### src/ccc_map.svh
// register offsets, field positions and reset values of the core control block
`ifndef CCC_MAP_SVH
`define CCC_MAP_SVH

// ======================================
// register map
`define CCC_CTRL_IDX   0
`define CCC_CTRL_OFF   32'h0000_0000

// ======================================
// fields of the core control register
`define CCC_FLAG_BIT   3
`define CCC_WIN_BIT    2
`define CCC_CTRL_RST   16'h0000
`define CCC_IPL_RST    4'h0

`endif

### src/ccc_pkg.sv
// shared types of the core control block
`default_nettype none

package ccc_pkg;

  // ======================================
  // bus response codes
  typedef enum logic [1:0] {
    CCC_RESP_OKAY   = 2'b00,
    CCC_RESP_SLVERR = 2'b10
  } ccc_resp_e;

  // ======================================
  // state of the top module
  typedef struct packed {
    logic [3:0] ipl;
    logic       win;
    logic       irq_take;
  } ccc_top_s;

endpackage : ccc_pkg

`default_nettype wire

### src/ccc_axil_slave.sv
// axi4-lite slave front end, one write and one read in flight
`timescale 1ns/100ps
`default_nettype none

module ccc_axil_slave #(
  parameter int ADDR_W = 4
) (
  // clock and reset
  input  wire logic              clock,
  input  wire logic              arst_n,
  // write address
  input  wire logic [ADDR_W-1:0] s_axi_awaddr,
  input  wire logic              s_axi_awvalid,
  output logic                   s_axi_awready,
  // write data
  input  wire logic [31:0]       s_axi_wdata,
  input  wire logic [3:0]        s_axi_wstrb,
  input  wire logic              s_axi_wvalid,
  output logic                   s_axi_wready,
  // write response
  output logic [1:0]             s_axi_bresp,
  output logic                   s_axi_bvalid,
  input  wire logic              s_axi_bready,
  // read address
  input  wire logic [ADDR_W-1:0] s_axi_araddr,
  input  wire logic              s_axi_arvalid,
  output logic                   s_axi_arready,
  // read data
  output logic [31:0]            s_axi_rdata,
  output logic [1:0]             s_axi_rresp,
  output logic                   s_axi_rvalid,
  input  wire logic              s_axi_rready,
  // register side
  output logic                   wr_en,
  output logic      [ADDR_W-1:0] wr_addr,
  output logic      [31:0]       wr_data,
  output logic      [3:0]        wr_strb,
  input  wire logic              wr_hit,
  output logic      [ADDR_W-1:0] rd_addr,
  input  wire logic [31:0]       rd_data,
  input  wire logic              rd_hit
);

  typedef struct packed {
    logic              aw_have;
    logic              w_have;
    logic [ADDR_W-1:0] awaddr;
    logic [31:0]       wdata;
    logic [3:0]        wstrb;
    logic              awready;
    logic              wready;
    logic              bvalid;
    logic [1:0]        bresp;
    logic              arready;
    logic              rvalid;
    logic [31:0]       rdata;
    logic [1:0]        rresp;
  } ccc_axil_s;

  ccc_axil_s q_r;
  ccc_axil_s q_nxt;

  // ======================================
  // channel handling
  always_comb begin
    q_nxt = q_r;
    wr_en = 1'b0;
    if (q_r.bvalid && s_axi_bready) begin
      q_nxt.bvalid = 1'b0;
    end
    if (q_r.rvalid && s_axi_rready) begin
      q_nxt.rvalid = 1'b0;
    end
    if (s_axi_awvalid && q_r.awready) begin
      q_nxt.aw_have = 1'b1;
      q_nxt.awaddr  = s_axi_awaddr;
    end
    if (s_axi_wvalid && q_r.wready) begin
      q_nxt.w_have = 1'b1;
      q_nxt.wdata  = s_axi_wdata;
      q_nxt.wstrb  = s_axi_wstrb;
    end
    // commit only once both halves are held
    if (q_r.aw_have && q_r.w_have && !q_r.bvalid) begin
      wr_en         = 1'b1;
      q_nxt.aw_have = 1'b0;
      q_nxt.w_have  = 1'b0;
      q_nxt.bvalid  = 1'b1;
      q_nxt.bresp   = wr_hit ? ccc_pkg::CCC_RESP_OKAY : ccc_pkg::CCC_RESP_SLVERR;
    end
    if (s_axi_arvalid && q_r.arready) begin
      q_nxt.rvalid = 1'b1;
      q_nxt.rdata  = rd_hit ? rd_data : 32'h0000_0000;
      q_nxt.rresp  = rd_hit ? ccc_pkg::CCC_RESP_OKAY : ccc_pkg::CCC_RESP_SLVERR;
    end
    // ready held low while a transfer or its answer is pending
    q_nxt.awready = !q_nxt.aw_have && !q_nxt.bvalid;
    q_nxt.wready  = !q_nxt.w_have && !q_nxt.bvalid;
    q_nxt.arready = !q_nxt.rvalid;
  end

  always_ff @(posedge clock or negedge arst_n) begin
    if (!arst_n) begin
      q_r         <= '0;
      q_r.awready <= 1'b1;
      q_r.wready  <= 1'b1;
      q_r.arready <= 1'b1;
    end else begin
      q_r <= q_nxt;
    end
  end

  assign s_axi_awready = q_r.awready;
  assign s_axi_wready  = q_r.wready;
  assign s_axi_bvalid  = q_r.bvalid;
  assign s_axi_bresp   = q_r.bresp;
  assign s_axi_arready = q_r.arready;
  assign s_axi_rvalid  = q_r.rvalid;
  assign s_axi_rdata   = q_r.rdata;
  assign s_axi_rresp   = q_r.rresp;
  assign wr_addr       = q_r.awaddr;
  assign wr_data       = q_r.wdata;
  assign wr_strb       = q_r.wstrb;
  assign rd_addr       = s_axi_araddr;

endmodule : ccc_axil_slave

`default_nettype wire

### src/ccc_psv_map.sv
// program-space window mapper for data reads
`timescale 1ns/100ps
`default_nettype none

module ccc_psv_map #(
  parameter int ADDR_W = 16
) (
  // clock and reset
  input  wire logic              clock,
  input  wire logic              arst_n,
  // control
  input  wire logic              win_en,
  // data side
  input  wire logic [ADDR_W-1:0] data_addr,
  input  wire logic              data_rd,
  // program side
  output logic                   prog_rd,
  output logic      [ADDR_W-2:0] prog_addr
);

  typedef struct packed {
    logic              rd;
    logic [ADDR_W-2:0] addr;
  } ccc_psv_s;

  ccc_psv_s q_r;
  ccc_psv_s q_nxt;

  // ======================================
  // upper half of data space maps onto program space
  always_comb begin
    q_nxt      = q_r;
    q_nxt.rd   = win_en && data_rd && data_addr[ADDR_W-1];
    q_nxt.addr = data_addr[ADDR_W-2:0];
  end

  always_ff @(posedge clock or negedge arst_n) begin
    if (!arst_n) begin
      q_r <= '0;
    end else begin
      q_r <= q_nxt;
    end
  end

  assign prog_rd   = q_r.rd;
  assign prog_addr = q_r.addr;

endmodule : ccc_psv_map

`default_nettype wire

### src/ccc_top.sv
// cpu core control register with priority status and program-space window
//
// Summary of operation
// - unused bits read zero, ignore writes
// - bit 3 reads one when priority exceeds seven
// - flag clearable, never set by software, resets zero
// - bit 2 window enable, read/write, resets zero
// - enabled window maps program memory into data space
// - flag set blocks all user interrupts
//
// Decided for this implementation: the register addresses and the AXI4-Lite interface to the registers.
`timescale 1ns/100ps
`default_nettype none
`include "ccc_map.svh"

module ccc_top #(
  parameter int ADDR_W = 4,
  parameter int DADR_W = 16
) (
  // clock and reset
  input  wire logic              clock,
  input  wire logic              arst_n,
  // axi4-lite write address
  input  wire logic [ADDR_W-1:0] s_axi_awaddr,
  input  wire logic              s_axi_awvalid,
  output logic                   s_axi_awready,
  // axi4-lite write data
  input  wire logic [31:0]       s_axi_wdata,
  input  wire logic [3:0]        s_axi_wstrb,
  input  wire logic              s_axi_wvalid,
  output logic                   s_axi_wready,
  // axi4-lite write response
  output logic [1:0]             s_axi_bresp,
  output logic                   s_axi_bvalid,
  input  wire logic              s_axi_bready,
  // axi4-lite read address
  input  wire logic [ADDR_W-1:0] s_axi_araddr,
  input  wire logic              s_axi_arvalid,
  output logic                   s_axi_arready,
  // axi4-lite read data
  output logic [31:0]            s_axi_rdata,
  output logic [1:0]             s_axi_rresp,
  output logic                   s_axi_rvalid,
  input  wire logic              s_axi_rready,
  // core priority level
  input  wire logic              cpu_ipl_load,
  input  wire logic [3:0]        cpu_ipl_value,
  output logic      [3:0]        cpu_ipl_level,
  output logic                   priority_above_seven_flag,
  // user interrupts
  input  wire logic              user_irq_req,
  input  wire logic [2:0]        user_irq_prio,
  output logic                   user_irq_take,
  // program-space window
  output logic                   program_space_window_enable,
  input  wire logic [DADR_W-1:0] data_addr,
  input  wire logic              data_rd,
  output logic                   prog_rd,
  output logic      [DADR_W-2:0] prog_addr
);

  ccc_pkg::ccc_top_s q_r;
  ccc_pkg::ccc_top_s q_nxt;

  logic              wr_en;
  logic [ADDR_W-1:0] wr_addr;
  logic [31:0]       wr_data;
  logic [3:0]        wr_strb;
  logic              wr_hit;
  logic [ADDR_W-1:0] rd_addr;
  logic [31:0]       rd_data;
  logic              rd_hit;
  logic [15:0]       ctrl_view;
  logic              ctrl_wr;

  // ======================================
  // bus front end
  ccc_axil_slave #(
    .ADDR_W (ADDR_W)
  ) u_bus (
    .clock         (clock),
    .arst_n        (arst_n),
    .s_axi_awaddr  (s_axi_awaddr),
    .s_axi_awvalid (s_axi_awvalid),
    .s_axi_awready (s_axi_awready),
    .s_axi_wdata   (s_axi_wdata),
    .s_axi_wstrb   (s_axi_wstrb),
    .s_axi_wvalid  (s_axi_wvalid),
    .s_axi_wready  (s_axi_wready),
    .s_axi_bresp   (s_axi_bresp),
    .s_axi_bvalid  (s_axi_bvalid),
    .s_axi_bready  (s_axi_bready),
    .s_axi_araddr  (s_axi_araddr),
    .s_axi_arvalid (s_axi_arvalid),
    .s_axi_arready (s_axi_arready),
    .s_axi_rdata   (s_axi_rdata),
    .s_axi_rresp   (s_axi_rresp),
    .s_axi_rvalid  (s_axi_rvalid),
    .s_axi_rready  (s_axi_rready),
    .wr_en         (wr_en),
    .wr_addr       (wr_addr),
    .wr_data       (wr_data),
    .wr_strb       (wr_strb),
    .wr_hit        (wr_hit),
    .rd_addr       (rd_addr),
    .rd_data       (rd_data),
    .rd_hit        (rd_hit)
  );

  // ======================================
  // decode and read view
  assign wr_hit  = wr_addr[ADDR_W-1:2] == (ADDR_W-2)'(`CCC_CTRL_IDX);
  assign rd_hit  = rd_addr[ADDR_W-1:2] == (ADDR_W-2)'(`CCC_CTRL_IDX);
  // both live fields sit in byte lane 0
  assign ctrl_wr = wr_en && wr_hit && wr_strb[0];

  always_comb begin
    ctrl_view               = `CCC_CTRL_RST;
    ctrl_view[`CCC_FLAG_BIT] = q_r.ipl[3];
    ctrl_view[`CCC_WIN_BIT]  = q_r.win;
  end

  assign rd_data = {16'h0000, ctrl_view};

  // ======================================
  // control state
  always_comb begin
    q_nxt = q_r;
    if (ctrl_wr) begin
      q_nxt.win = wr_data[`CCC_WIN_BIT];
      // writing zero clears; writing one has no effect
      if (!wr_data[`CCC_FLAG_BIT]) begin
        q_nxt.ipl[3] = 1'b0;
      end
    end
    // core load wins over a software clear in the same cycle
    if (cpu_ipl_load) begin
      q_nxt.ipl = cpu_ipl_value;
    end
    q_nxt.irq_take = user_irq_req && !q_r.ipl[3] && (user_irq_prio > q_r.ipl[2:0]);
  end

  always_ff @(posedge clock or negedge arst_n) begin
    if (!arst_n) begin
      q_r     <= '0;
      q_r.ipl <= `CCC_IPL_RST;
    end else begin
      q_r <= q_nxt;
    end
  end

  assign cpu_ipl_level               = q_r.ipl;
  assign priority_above_seven_flag   = q_r.ipl[3];
  assign user_irq_take               = q_r.irq_take;
  assign program_space_window_enable = q_r.win;

  // ======================================
  // program-space window
  ccc_psv_map #(
    .ADDR_W (DADR_W)
  ) u_psv (
    .clock     (clock),
    .arst_n    (arst_n),
    .win_en    (q_r.win),
    .data_addr (data_addr),
    .data_rd   (data_rd),
    .prog_rd   (prog_rd),
    .prog_addr (prog_addr)
  );
endmodule : ccc_top

`default_nettype wire

### config.mk
export PLATFORM = sky130hd
export DESIGN_NAME = ccc_top
export DESIGN_NICKNAME = d
export VERILOG_FILES = /design/src/ccc_pkg.sv /design/src/ccc_axil_slave.sv /design/src/ccc_psv_map.sv /design/src/ccc_top.sv
export VERILOG_INCLUDE_DIRS = /design/src
export SDC_FILE = /design/constraint.sdc
export NUM_CORES = 1
export LEC_CHECK = 0
export ABC_CLOCK_PERIOD_IN_PS = 1600
export BUFFER_PORTS_ARGS = -buffer_cell sky130_fd_sc_hd__buf_2
export CORE_UTILIZATION = 37
export CTS_CLUSTER_DIAMETER = 60
export DETAILED_ROUTE_END_ITERATION = 16
export HOLD_SLACK_MARGIN = 0.05
export MAX_ROUTING_LAYER = met4
export PLACE_DENSITY_LB_ADDON = 0.25
export SLEW_MARGIN = 0
export SYNTH_ARGS = -nofsm -noshare
export SYNTH_HDL_FRONTEND = slang
export SYNTH_SLANG_ARGS = --single-unit
export TNS_END_PERCENT = 100
### constraint.sdc
create_clock -name clock -period 1.6 [get_ports clock]
set_input_delay 0.08 -clock clock [delete_from_list [all_inputs] [get_ports clock]]
set_output_delay 0.08 -clock clock [all_outputs]
set_load 0.05 [all_outputs]
; Yosys cells after proc, flatten, opt, wreduce, memory -nomap -nowiden
; Index checks and enable logic that the tools add are counted.
[word_totals]
regBits = 74
elab_cells = 60
in_bits = 77
out_inout_bits = 64
[classes]
n_mux = 14
reduce_logical = 25
eq_ne = 1
magnitude_cmp = 1
[ops]
columns = operator, count
row1 = 2-to-1 mux 35 bit, 1
row2 = logical AND 1 bit, 15
row3 = 2-to-1 mux 4 bit, 2
row4 = 2-to-1 mux 1 bit, 7
row5 = zero test 1 bit, 6
row6 = 2-to-1 mux 2 bit, 3
row7 = zero test 2 bit, 2
row8 = greater-than comparator 3 bit, 1
row9 = 2-to-1 mux 3 bit, 1
row10 = "!= test 2 bit, second input constant", 1
row11 = AND reduction 2 bit, 1
row12 = nonzero test 2 bit, 1

; Logic depth before layout (Yosys ltp)
[depth]
word_depth = 7
ltp_mapped = 5
mapped_depth_nobuf = 5

; Hierarchy
; From an unflattened synthesis, not the netlist that was laid out.
[hier_totals]
hier_cells = 386
area_unflattened_um2 = 4624.4
[modules_own_cells]
columns = module, cells_each, area_each_um2, seq_area_each_um2, n_inst
row1 = ccc_axil_slave, 337, 3888.7, 2030.7, 1
row2 = ccc_psv_map, 17, 406.6, 400.4, 1
row3 = ccc_top, 32, 329.1, 150.1, 1

; Worst setup path before layout
; No wires, ideal clock.
[synth_timing]
kind = register to register
from = register q_r, in the netlist cpu_ipl_level[1]
to = register q_r, in the netlist user_irq_take
period_less_slack_ps = 1460
slack_ps = 140
t_arrival_ps = 1336
required_time_ps = 1476
setup_ps = 124
path_stages_with_launch = 6
path_buffers = 0
cell_sequence = dfrtp_1 inv_1 ha_1 nor2b_1 o21ai_0 a21oi_1
[synth_lines]
columns = item, line
row1 = start: declaration, ccc_top.sv:62  ; ccc_pkg::ccc_top_s q_r;
row2 = start signal: assignment, ccc_top.sv:148  ; q_r <= q_nxt;

; Worst setup path after layout
[layout_timing]
from = register u_bus.q_r, in the netlist u_bus.s_axi_bvalid
to = register q_r, in the netlist program_space_window_enable
[layout_via]
elab_chain_cells = 5
[layout_lines]
columns = item, line
row1 = start: declaration, ccc_axil_slave.sv:60  ; ccc_axil_s q_r;
row2 = start signal: assignment, ccc_axil_slave.sv:109  ; q_r <= q_nxt;
row3 = zero test 1 bit, ccc_axil_slave.sv:84  ; if (q_r.aw_have && q_r.w_have && !q_r.bvalid) begin
row4 = logical AND 1 bit, ccc_axil_slave.sv:84
row5 = 2-to-1 mux 1 bit, ccc_axil_slave.sv:84
row6 = logical AND 1 bit (2 in a row), ccc_top.sv:115  ; assign ctrl_wr = wr_en && wr_hit && wr_strb[0];
; No other way between the ends.
; A chain may end at the register's enable or synchronous reset.

==> impl_metrics.ini <==
[run_status]
status = finished, final reports clean

[cts]
path_clk_slew_ns = 0.07
cts_max_level = 2
clk_latency_ns = 0.28
clockRootBuffer = clkbuf_8
cts_tree = yes
cts_buffer_depth = 2
post_cts.repair.setup_buffers = 0
clkSinkCount = 38
cts_buffers = 5

[timing]
slew_violations = 0
tns_ns = 0
fmax_mhz = 769
finalCritPeriodShare_pct = 81.2
fin_skew_ns = 0.00391
hold_violations = 0
setup_viol = 0
rsz0062_at_grt = false
period_needed_ns = 1.30

[synth]
synth_cell_types = 23
synth_top_area_share_pct = 55.0
dominantRegCellSynth = dfrtp_1
synth-edff-count = 0
ys_warn_count = 0
ys_ff_latch = 38
synthCells = 127
syn-cell-area_sq_um = 1590
async_flop_share_pct = 100
syn_avg_cell_area_sq_um = 12.5
post-synth-top-count-cell = buf_4
synthTopCellsByCount = buf_4, dfrtp_1, mux2_2
synth.area.top_cells = dfrtp_1, buf_4, dfstp_2
yosys.area.top_type = dfrtp_1
ys_seq_area_share_pct = 60.0

[setup_path]
cp_max_fo = 6
required_ns = 1.76
worstSetupPathType = reg -> reg
cp-start-kind = register
arrival_ns = 1.46
worstSetupEndpointType = register

[power]
power_per_cell_area_nw_per_um2 = 1410
leakagePower_nw = 1.18
peakVddDrop_mv = 1.26

[placed_design]
placed_cells_incl_taps = 242
place.gp.congestion = 0.671
portBuffers = 71
hpwl_microns = 1960

[layout]
regArea_sq_um = 955
fillCellCount = 353
insertedDiodeCount = 0
drive_gt1_share_pct = 40.2
multi_input_area_sq_um = 442
syn_to_final_growth_pct = 41.0
finalNonFillerCells = 279
fin_nets = 308

[floorplanning]
die_w_microns = 67.6
start_util_pct = 39.2
die_h_microns = 67.6
io_pins = 141
rows = 23
die_area_sq_um = 4570
core_sq_um = 4060

[global_route]
antenna_found_initial = 0
grt_pass1_vias = 1023
grt_max_degree = 39
grtUsageTotal_pct = 14.4
grt_overflow_total = 0
grt_first_pass_wirelength_microns = 4550

[routing]
ant_nets = 0
drt-pass1-iter-count = 3
wire_per_inst_microns = 10.6
drcViolationCount = 0
via_per_inst = 3.99
routed-via-count = 1114
drt_iter0_markers = 24
wl_microns = 2960

[flow_run]
max_cap_viol_count = 0

[hold_path]
hold_class = in -> reg
## path summary, 6_finish.rpt
check                                      from                          end  slack (ns)  cells after the start
min in group asynchronous                arst_n             u_bus.wr_addr[2]        0.37                      3
hold / removal                     s_axi_bready           u_bus.s_axi_wready        0.07                      3
setup reg to reg             u_bus.s_axi_bvalid  program_space_window_enable        0.30                      3
max in group asynchronous                arst_n          u_bus.s_axi_arready        0.87                      3
setup / recovery             u_bus.s_axi_bvalid  program_space_window_enable        0.30                      3
hold reg to reg            u_bus.s_axi_rdata[3]         u_bus.s_axi_rdata[3]        0.50                      1
## registers in the layout (all words and copies together), names as in the netlist, 2 cells and up
signal / cells
u_bus.wr_addr: 2
u_bus.s_axi_rdata: 2
u_bus.q_r: 2
u_psv.prog_addr: 15
u_bus.wr_data: 2
cpu_ipl_level: 4
## per-stage QoR
stage / utilization [%] / setup WS [ns] / hold WS, ns / instance area (sq um) / power [mW]
6_report: 55.3 / 0.300 / 0.0687 / 2240 / 3.17
4_1_cts: 55.3 / 0.290 / 0.0549 / 2240 / 3.21
3_5_place_dp: 45.5 / 0.300 / 0.162 / 1840 / 2.39
5_1_grt: 55.3 / 0.215 / 0.0585 / 2240 / 3.35
3_3_place_gp: 45.5 / 0.304 / 0.158 / 1840 / 2.38
2_1_floorplan: - / 0.140 / -0.216 / 1710 / 2.27
## cells in the final DEF (no fill, tap or decap)
master         instances
buf_2                 71
dfrtp_1               35
conb_1                32
dlygate4sd3_1         29
clkbuf_8               8
mux2_2                 7
inv_1                  6
a21oi_1                5
nor2_1                 5
nand2_1                5
nor2b_1                4
o21ai_0                4
ha_1                   3
dfstp_2                3
a22o_1                 2
and3b_1                1
nand3_1                1
nand3b_1               1
or2_1                  1
and3_1                 1
nor3_1                 1
nand3_4                1
o31a_1                 1
mux2_4                 1
buf_4                  1
## report_power, final
| group | switching, mW | leakage (nW) | total [mW] | internal [mW] |
|---|---|---|---|---|
| sequential | 0.116 | 0.448 | 1.30 | 1.18 |
| clock | 0.313 | 0.0575 | 0.748 | 0.435 |
| combinational | 0.794 | 0.678 | 1.12 | 0.329 |
## critical path, cell delays in order, from the launching register on
cell	delay, ns
dfrtp_1	0.40
and3b_1	0.38
nand3_4	0.12
mux2_4	0.30
## logic make-up after synthesis
| family | count (synthesis) | share of synthesized area [%] |
|---|---|---|
| compound gates | 12 | 4.48 |
| fa+ha+maj | 3 | 2.36 |
| buf+inv | 44 | 19.6 |
| flops | 38 | 60.0 |
| mux | 8 | 5.90 |
| other cells | 1 | 0.236 |
| simple gates | 21 | 7.47 |
## layout make-up
cell class | instances | share of cell area [%]
sequential | 38 | 42.5
clock buffer | 8 | 4.91
timing repair buffer | 101 | 29.1
inverter | 6 | 1.00
tap | 50 | 2.79
multi-input combinational | 76 | 19.7
## layer usage
| layer | track usage [%] | part of all wire, % |
|---|---|---|
| met1 | 15.4 | 41 |
| met2 | 25.2 | 51 |
| met3 | 4.73 | 7.4 |
| met4 | 3.99 | 0.78 |
| met5 | - | 0 |
## timing repair
item                       4_1_cts  5_1_grt
hold buffers                    29        0
setup endpoints to repair        0        0
hold endpoints to repair        62        0
resized for setup                0        0
Power figures use the tool's default switching activity.
